`config.mk`:
```
export PLATFORM = sky130hd
export DESIGN_NAME = mmsp_protect
export DESIGN_NICKNAME = d
export VERILOG_FILES = /design/src/mmsp_protect.v /design/src/mmsp_range_match.v /design/src/mmsp_rev_word.v
export VERILOG_INCLUDE_DIRS = /design/src
export SDC_FILE = /design/constraint.sdc
export NUM_CORES = 1
export LEC_CHECK = 0
export ABC_AREA = 1
export BUFFER_PORTS_ARGS = -buffer_cell sky130_fd_sc_hd__buf_2
export CORE_MARGIN = 3
export CORE_UTILIZATION = 53
export CTS_BUF_LIST = sky130_fd_sc_hd__clkbuf_8 sky130_fd_sc_hd__clkbuf_16
export DETAILED_ROUTE_END_ITERATION = 10
export HOLD_SLACK_MARGIN = 0.15
export PLACE_DENSITY = 0.85
export SETUP_SLACK_MARGIN = 0.4
export SLEW_MARGIN = 25
export SYNTH_ARGS = -nofsm -noshare
export SYNTH_HDL_FRONTEND = slang
export SYNTH_HIERARCHICAL = 1
export SYNTH_SLANG_ARGS = --single-unit
```
`constraint.sdc`:
```
create_clock -name mclk -period 3.2 [get_ports mclk]
set_clock_uncertainty 0.1 [all_clocks]
set_input_delay 0.32 -clock mclk [delete_from_list [all_inputs] [get_ports mclk]]
set_output_delay 0.32 -clock mclk [all_outputs]
set_load 0.03 [all_outputs]
```
`src/mmsp_defs.vh`:
```
// Purpose: constants for the management memory protection block
// Assumes: included by bare name
// Notes: field positions, fixed region bounds, revision word layout
`ifndef MMSP_DEFS_VH
`define MMSP_DEFS_VH
`define MMSP_REV_WORD_OFFSET   16'hFEFC
`define MMSP_REV_LEVEL_LO      8'h64
`define MMSP_REV_LEVEL_HI      8'h00
`define MMSP_REV_IO_RESTART    16
`define MMSP_REV_RELOCATE      17
`define MMSP_MASK_FIXED_EN     0
`define MMSP_MASK_PROG_EN      1
`define MMSP_ADDR_LSB          17
`define MMSP_FIXED_W           20
`define MMSP_RG_FIXED          0
`define MMSP_RG_PROG           1
`define MMSP_RG_COUNT          2
`define MMSP_FIXED_LO          20'hA0000
`define MMSP_FIXED_HI          20'hBFFFF
`define MMSP_REG_SEL_BASE      1'h0
`define MMSP_REG_SEL_MASK      1'h1
`define MMSP_SAVE_OFFSET_W     16
`endif

```
`src/mmsp_protect.v`:
```
// Purpose: management memory protection and revision word source
// Assumes: core presents one physical access per cycle with a valid strobe
// Notes: the check result is registered, so a decision lags its access by one cycle
`timescale 1ns/10ps
`default_nettype none
`include "mmsp_defs.vh"
// How it works
// - revision word reads at save-area offset FEFCh, writes never change it.
// - low sixteen bits hold revision level, low byte fixed, high byte counts.
// - bit 16 reads one, io instruction restart supported.
// - bit 17 reads one, management memory base relocatable.
// - every other revision bit is reserved and reads zero.
// - two protected regions exist; handler may live outside both.
// - fixed region spans A0000h through BFFFFh, not programmable.
// - programmable region uses base register and mask register.
// - access hits programmable region when masked address equals masked base.
// - base register holds bits 51:17; lower bits ignored.
// - mask bit 0 enables fixed region protection.
// - mask bit 1 enables programmable region protection.
// - mask bits 51:17 mask both address and base.
// - widths follow implemented physical address bits.
// - only the long save layout is used, never the older one.
module mmsp_protect #(
  parameter PA_W = 52
) (
  // clock and reset
  input  wire            mclk,
  input  wire            nrst,
  // core state
  input  wire            in_mgmt_mode,
  // physical access from the core
  input  wire            acc_valid,
  input  wire [PA_W-1:0] acc_addr,
  // model-specific register port
  input  wire            reg_wr,
  input  wire            reg_sel,
  input  wire [63:0]     reg_wdata,
  output reg  [63:0]     reg_rdata,
  // state-save area read port
  input  wire            save_rd,
  input  wire            save_wr,
  input  wire [15:0]     save_offset,
  output reg  [31:0]     save_rdata,
  output reg             save_hit,
  // protection result, one cycle after the access
  output reg             chk_valid,
  output reg             chk_fixed_hit,
  output reg             chk_prog_hit,
  output reg             chk_refuse,
  // current enables for the memory path
  output wire            fixed_region_enable,
  output wire            programmable_region_enable
);
  // region geometry; the fixed window lives entirely below the high field
  localparam HIGH_W = PA_W - `MMSP_FIXED_W;
  localparam NREG   = `MMSP_RG_COUNT;

  // stored register state
  reg  [PA_W-1:0]   seg_base;
  reg  [PA_W-1:0]   seg_mask;
  reg  [NREG-1:0]   region_en;

  // next values of the stored state
  reg  [PA_W-1:0]   next_seg_base;
  reg  [PA_W-1:0]   next_seg_mask;
  reg  [NREG-1:0]   next_region_en;
  reg  [31:0]       next_save_rdata;
  reg               next_save_hit;
  reg               next_chk_valid;
  reg               next_chk_fixed_hit;
  reg               next_chk_prog_hit;
  reg               next_chk_refuse;

  // decode and match results
  wire [31:0]       rev_word;
  wire              prog_match;
  wire              fixed_match;
  wire [NREG-1:0]   region_match;
  wire [NREG-1:0]   region_guard;
  wire              refuse_now;
  wire              base_sel;
  wire              rev_sel;

  // fixed window decode; anything above the low megabyte is outside it
  function fixed_window_hit;
    input [PA_W-1:0] addr;
    begin
      fixed_window_hit = (addr[PA_W-1:`MMSP_FIXED_W] == {HIGH_W{1'h0}}) &&
                         (addr[`MMSP_FIXED_W-1:0] >= `MMSP_FIXED_LO) &&
                         (addr[`MMSP_FIXED_W-1:0] <= `MMSP_FIXED_HI);
    end
  endfunction

  // save-area offset decode, shared by the hit flag and the read mux
  function rev_offset_hit;
    input [`MMSP_SAVE_OFFSET_W-1:0] offset;
    begin
      rev_offset_hit = (offset == `MMSP_REV_WORD_OFFSET);
    end
  endfunction

  // keep the granule-aligned field of a written word; low bits store zero
  // so a careless write below the granule can never shift the region
  function [PA_W-1:0] aligned_field;
    input [63:0] word;
    begin
      aligned_field = {word[PA_W-1:`MMSP_ADDR_LSB], {`MMSP_ADDR_LSB{1'h0}}};
    end
  endfunction

  // constant revision word
  mmsp_rev_word u_mmsp_rev_word (
    .rev_word (rev_word)
  );

  // programmable region masked compare
  mmsp_range_match #(.PA_W(PA_W)) u_mmsp_range_match (
    .addr (acc_addr),
    .base (seg_base),
    .mask (seg_mask),
    .hit  (prog_match)
  );

  // fixed window compare on the live access address
  assign fixed_match = fixed_window_hit(acc_addr);

  // both candidate regions side by side, indexed by region number
  assign region_match[`MMSP_RG_FIXED] = fixed_match;
  assign region_match[`MMSP_RG_PROG]  = prog_match;

  // a region guards an access only while its enable is set
  genvar r;
  generate
    for (r = 0; r < NREG; r = r + 1) begin : g_region
      assign region_guard[r] = region_en[r] && region_match[r];
    end
  endgenerate

  // refusal only for guarded hits and only outside management mode;
  // a handler placed outside both regions is simply never guarded
  assign refuse_now = acc_valid && !in_mgmt_mode && (|region_guard);

  // enables reach the memory path straight from the mask register bits
  assign fixed_region_enable        = region_en[`MMSP_RG_FIXED];
  assign programmable_region_enable = region_en[`MMSP_RG_PROG];

  // base register select decode, left unused; write and readback each decode reg_sel in a case
  assign base_sel = (reg_sel == `MMSP_REG_SEL_BASE);

  // next values for base, mask and enables; a write lands on one register only
  always @* begin
    next_seg_base  = seg_base;
    next_seg_mask  = seg_mask;
    next_region_en = region_en;
    if (reg_wr) begin
      case (reg_sel)
        `MMSP_REG_SEL_BASE: begin
          next_seg_base = aligned_field(reg_wdata);
        end
        `MMSP_REG_SEL_MASK: begin
          next_seg_mask = aligned_field(reg_wdata);
          next_region_en[`MMSP_RG_FIXED] = reg_wdata[`MMSP_MASK_FIXED_EN];
          next_region_en[`MMSP_RG_PROG]  = reg_wdata[`MMSP_MASK_PROG_EN];
        end
        default: begin
          next_seg_base = seg_base;
        end
      endcase
    end
  end

  // base, mask and enable flops; reset leaves both regions unguarded
  always @(posedge mclk or negedge nrst) begin
    if (!nrst) begin
      seg_base  <= {PA_W{1'h0}};
      seg_mask  <= {PA_W{1'h0}};
      region_en <= {NREG{1'h0}};
    end else begin
      seg_base  <= next_seg_base;
      seg_mask  <= next_seg_mask;
      region_en <= next_region_en;
    end
  end

  // register readback, unimplemented upper bits read zero; kept combinational
  // so software sees a write in the very next cycle
  always @* begin
    reg_rdata = 64'h0000000000000000;
    case (reg_sel)
      `MMSP_REG_SEL_BASE: begin
        reg_rdata[PA_W-1:0] = seg_base;
      end
      `MMSP_REG_SEL_MASK: begin
        reg_rdata[PA_W-1:0] = seg_mask;
        reg_rdata[`MMSP_MASK_FIXED_EN] = region_en[`MMSP_RG_FIXED];
        reg_rdata[`MMSP_MASK_PROG_EN]  = region_en[`MMSP_RG_PROG];
      end
      default: begin
        reg_rdata = 64'h0000000000000000;
      end
    endcase
  end

  // revision word slot decode
  assign rev_sel = rev_offset_hit(save_offset);

  // save-area next values; a write raises the hit flag but never the word,
  // because a stray write must not disturb the constant (long layout only)
  always @* begin
    next_save_hit   = (save_rd || save_wr) && rev_sel;
    next_save_rdata = save_rdata;
    if (save_rd && rev_sel) begin
      next_save_rdata = rev_word;
    end else if (save_rd) begin
      next_save_rdata = 32'h00000000;
    end
  end

  // save-area flops; the read word holds until the next read
  always @(posedge mclk or negedge nrst) begin
    if (!nrst) begin
      save_rdata <= 32'h00000000;
      save_hit   <= 1'h0;
    end else begin
      save_rdata <= next_save_rdata;
      save_hit   <= next_save_hit;
    end
  end

  // next values of the access check; hits are reported whatever the enables
  always @* begin
    next_chk_valid     = acc_valid;
    next_chk_fixed_hit = acc_valid && region_match[`MMSP_RG_FIXED];
    next_chk_prog_hit  = acc_valid && region_match[`MMSP_RG_PROG];
    next_chk_refuse    = refuse_now;
  end

  // registered access check, one cycle behind the access
  always @(posedge mclk or negedge nrst) begin
    if (!nrst) begin
      chk_valid     <= 1'h0;
      chk_fixed_hit <= 1'h0;
      chk_prog_hit  <= 1'h0;
      chk_refuse    <= 1'h0;
    end else begin
      chk_valid     <= next_chk_valid;
      chk_fixed_hit <= next_chk_fixed_hit;
      chk_prog_hit  <= next_chk_prog_hit;
      chk_refuse    <= next_chk_refuse;
    end
  end
endmodule // mmsp_protect
`default_nettype wire

```
`src/mmsp_range_match.v`:
```
// Purpose: programmable region base/mask compare
// Assumes: address, base and mask share the implemented width
// Notes: bits below the region granule never take part
`timescale 1ns/10ps
`default_nettype none
`include "mmsp_defs.vh"
module mmsp_range_match #(
  parameter PA_W = 52
) (
  // compare inputs
  input  wire [PA_W-1:0] addr,
  input  wire [PA_W-1:0] base,
  input  wire [PA_W-1:0] mask,
  // result
  output wire            hit
);
  // masked compare on the upper bits only
  assign hit = ((addr[PA_W-1:`MMSP_ADDR_LSB] & mask[PA_W-1:`MMSP_ADDR_LSB]) ==
                (base[PA_W-1:`MMSP_ADDR_LSB] & mask[PA_W-1:`MMSP_ADDR_LSB]));
endmodule // mmsp_range_match
`default_nettype wire

```
`src/mmsp_rev_word.v`:
```
// Purpose: constant management revision word for the state-save area
// Assumes: read path of the save-area logic selects this word at its offset
// Notes: reserved bits read as zero
`timescale 1ns/10ps
`default_nettype none
`include "mmsp_defs.vh"
module mmsp_rev_word #(
  parameter [7:0] REV_MINOR = `MMSP_REV_LEVEL_HI
) (
  // revision word out
  output wire [31:0] rev_word
);
  // level field, two capability bits, all else reserved zero
  assign rev_word = {14'h0000,
                     1'b1,
                     1'b1,
                     REV_MINOR,
                     `MMSP_REV_LEVEL_LO};
endmodule // mmsp_rev_word
`default_nettype wire

```
# Yosys cells after proc, flatten, opt, wreduce, memory -nomap -nowiden
# Cells that the tools add are included.
dict set report classes {
  order_cmp 2
  n_eq_ne 2
  n_mux 3
  bitwise 3
  reduce_logical 17
}
# op count
set op_table {}
lappend op_table {{$pmux W52 S2} 1}
lappend op_table {{$and A35 B35 Y35} 2}
lappend op_table {{$mux W32} 2}
lappend op_table {{$eq A35 B35 Y1} 1}
lappend op_table {{$logic_not A32 Y1} 1}
lappend op_table {{$ge A20 B20 Y1 const B} 1}
lappend op_table {{$le A20 B20 Y1 const B} 1}
lappend op_table {{$eq A16 B16 Y1 const B} 1}
lappend op_table {{$logic_and A1 B1 Y1} 10}
lappend op_table {{$reduce_and A2 Y1} 2}
lappend op_table {{$reduce_bool A2 Y1} 1}
lappend op_table {{$reduce_or A2 Y1} 1}
lappend op_table {{$logic_not A1 Y1} 1}
lappend op_table {{$logic_or A1 B1 Y1} 1}
lappend op_table {{$not A1 Y1} 1}
dict set report totals {
  regBits 109
  out_inout_bits 103
}

# Depth between registers and ports, before layout
dict set report logic_depth {
  ltp_word 6
  depth_mapped 10
  mapped_depth_nobuf 10
}

# Hierarchy
# Netlist, hierarchy kept.
# mod n_inst cells_each area_each_um2 seq_area_each_um2
set by_module_without_submodules {}
lappend by_module_without_submodules {mmsp_protect 1 603 4947.2 2727.6}
lappend by_module_without_submodules {mmsp_range_match 1 162 729.4 0.0}
lappend by_module_without_submodules {mmsp_rev_word 1 34 247.7 0.0}

# Least setup slack after synthesis
# Ideal clock, no wire load.
dict set report synth_path {
  path_kind {input -> output}
  start {in reg_sel}
  end {out reg_rdata[22]}
  arrival_time_ns 1.048
  t_required_ns 2.780
  slack_ns 1.732
  path_stages 4
  path_buffers 2
  cell_sequence {buf_2 > buf_1 > nand2_1 > nand2_1}
}
dict set report synth_between {
  elab_chain_len 2
}
# element line_no
set synth_rtl {}
lappend synth_rtl {{from (decl)} mmsp_protect.v:36} ;# input wire reg_sel,
lappend synth_rtl {{$not A1 Y1 (no line)} n/a}
lappend synth_rtl {{$pmux W52 S2 (*)} mmsp_protect.v:189} ;# case (reg_sel)
lappend synth_rtl {{to (decl)} mmsp_protect.v:38} ;# output reg [63:0] reg_rdata,
# Mark *: on every way between the ends. The rest lies on a longest branch, timed or not. The select of a mux whose other input is x is not followed.

# Final worst setup path
dict set report layout_path {
  start {in reg_sel}
  end {out reg_rdata[39]}
}
# Same word-level chain as after synthesis.

==> impl_results.md <==
* DRT Pass-1 Iters at 5
* Post_cts resized at 0
* Fin. max-slew vios at 0
* Period minus WS final at 2130 ps
* Vias in the first global route at 5,241
* Pwr/cell area at 436 mW/mm2
* Final Setup Violations at 0
* VDD IR max at 305 uV
* Cell taking the most area after synthesis: dfrtp_1
* Post-synth top flop: dfrtp_1
* Commonest cells post-synth: nand2_1, dfrtp_1, o21ai_0
* Max FO, Critical Path at 24
* H-tree depth at 3
* Worst Tran Pin Value at 936 ps
* CP Data Required Time at 2780 ps
* Clock Root Buffer: clkbuf_8
* Area contributors post-synth: dfrtp_1, nand2_1, o21ai_0
* Worst-Skew Late Latency at 360 ps
* Initial antenna violation count at 0
* CTS sink count at 109
* Cell area after synthesis at 0.00592 mm2
* Die height at 112 um
* Status: finished clean
* RSZ-0062 raised after global routing: no
* Final nets at 1,134
* Arrival @ worst endpoint at 1710 ps
* Antenna Nets Post-Route at 0
* DRC viols at 0
* Residual overflow from global routing at 0
* P_int at 2.07 mW
* # fillers at 925
* # IOs at 243
* Layout cells sized above 1 at 20.2%
* Synthesis-to-layout area growth at 22.0%
* Pleak at 4.07 nW
* Kind of critical path: primary input to primary output
* Seq/Total Area, Yosys at 46.0%
* EDFF count, synth at 0
* Die Area at 0.0125 mm2
* Hpwl dp at 10,500 um
* Most frequent cell after synthesis: nand2_1
* Routability cong. at 0.815
* Setup TNS at 0 ps
* Ys Warns at 6
* Largest net degree at the start of global routing at 72
* DR vias/cell at 4.85
* Sw Ratio at 34.4%
* Max Cap Viol at 0
* Ys async rst share at 100%
* All-Layer GR Usage at 23.6%
* Ant diodes at 0
* Seq cells post-synth at 109
* Clock-pin slew on the worst setup and hold paths at 90 ps
* Psw at 1.08 mW
* Mapped Cells at 799
* Core Region at 0.0106 mm2
* Final Hold Vio Count at 0
* Initial DRC count at 425
* Endpoint class of the critical path: primary output
* Total CTS buffers at 9
* Initial Util at 55.9%
* Min Hold Slack at 199 ps
* CTS tree: built
* Period utilization at 66.5%
* Final wirelength at 15,000 um
* HP Class: primary input to register
* Clk network pwr share at 24.9%
* Die Wd at 112 um
* Relative slew slack at 37.6%
* Synth unique cells at 25
* Fmax at 470 MHz
* Mean area per synthesized cell at 7.41 um2
* Clock Tree Buf Depth at 2
* Share of the synthesized area in the top cell type at 46.0%
* First-pass GRT wire length at 24,300 um
* Startpoint Class: primary input
* Routed length per instance at 13.2 um
* Seq pwr share at 50.9%
* Share of power burned in combinational logic at 24.2%
* FP Rows at 37
* DR vias at 5,503
* Port Buffers at 171
[through the flow]
| step | instances | total power, mW | area (um2) | setup WS (ps) | util (%) |
|---|---|---|---|---|---|
| 5_1_grt | 1135 | 3.33 | 7230 | 962 | 68.2 |
| 3_5_place_dp | 1079 | 2.34 | 6640 | 1060 | 62.7 |
| 3_3_place_gp | 1079 | 2.33 | 6640 | 1060 | 62.7 |
| 6_report | 1135 | 3.15 | 7230 | 1070 | 68.2 |
| 4_1_cts | 1135 | 3.17 | 7230 | 1080 | 68.2 |
| 2_1_floorplan | 855 | 2.13 | 6130 | 1730 | - |
[path summary, 6_finish.rpt]
kind                                from              to  slack (ps)  cells past startpoint
setup / recovery                 reg_sel   reg_rdata[39]        1070                      6
hold / removal             reg_wdata[20]    seg_base[20]         200                      3
setup reg to reg            seg_base[37]      chk_refuse        1510                      9
hold reg to reg            save_rdata[5]   save_rdata[5]         410                      2
max in group asynchronous           nrst  save_rdata[20]        1760                      3
min in group asynchronous           nrst    seg_base[23]         510                      2
[final cells by class]
cell class | instances | area, um2 | share of cell area, %
clock buffer | 10 | 138 | 1.90
tap | 136 | 170 | 2.35
timing repair buffer | 218 | 1340 | 18.5
inverter | 99 | 372 | 5.14
clock inverter | 6 | 45.0 | 0.623
multi-input combinational | 557 | 2440 | 33.7
sequential | 109 | 2730 | 37.7
[kinds of logic (layout without fill, tap and decap cells)]
kind of cell | count (synthesis) | count (layout) | synth area share (%)
other | 3 | 59 | 0.190
buffers and inverters | 189 | 333 | 16.4
multiplexers | 2 | 2 | 0.380
AO/OA/AOI/OAI | 116 | 116 | 9.86
flip-flops | 109 | 109 | 46.0
AND/OR/NAND/NOR | 380 | 380 | 27.1
[critical path, stage by stage]
cell and delay, ps:
buf_2 430, inv_2 290, buf_4 310, nand2_1 90, nand2_1 70, buf_2 190
[sequential cells by signal (all words and copies together), names as in the netlist]
name and flops:
seg_mask 35, chk_fixed_hit 1, seg_base 35, save_hit 1
chk_prog_hit 1, region_en 2, chk_refuse 1, chk_valid 1
save_rdata 32
[repair_timing]
action                                  in CTS  in global routing
endpoints found under the setup margin       0                  0
buffers inserted                             0                  0
hold buffers                                40                  0
endpoints found under the hold margin      140                  0
[placed cells by master (no fill, tap or decap), types with 2 or more instances in the layout]
master / count
nand3_1: 60
clkbuf_8: 10
mux2_2: 2
dlygate4sd3_1: 40
buf_4: 6
nor2_1: 53
nand2_2: 2
dfrtp_1: 109
clkinv_2: 2
inv_1: 98
inv_6: 3
o21ai_1: 10
conb_1: 59
nand3b_1: 16
a21oi_1: 2
o21ai_0: 102
buf_2: 170
or2_1: 4
nand4_1: 4
buf_12: 2
nand2_1: 237
[per-layer routing]
metal / global-route usage, % / wire length, um
met2: 40.0 / 7350
met5: 0 / 0
met1: 29.6 / 6040
met3: 5.60 / 1280
met4: 8.11 / 329
[power by group through the flow]
| stage | clock network [mW] | logic (mW) | registers (mW) |
|---|---|---|---|
| after floorplan | 0 | 0.525 | 1.61 |
| after global placement | 0 | 0.706 | 1.62 |
| after detailed placement | 0 | 0.719 | 1.62 |
| after CTS | 0.807 | 0.760 | 1.60 |
| after global routing | 0.864 | 0.850 | 1.62 |
| final | 0.786 | 0.762 | 1.60 |
Note: power is estimated with default switching activity, not from simulation.
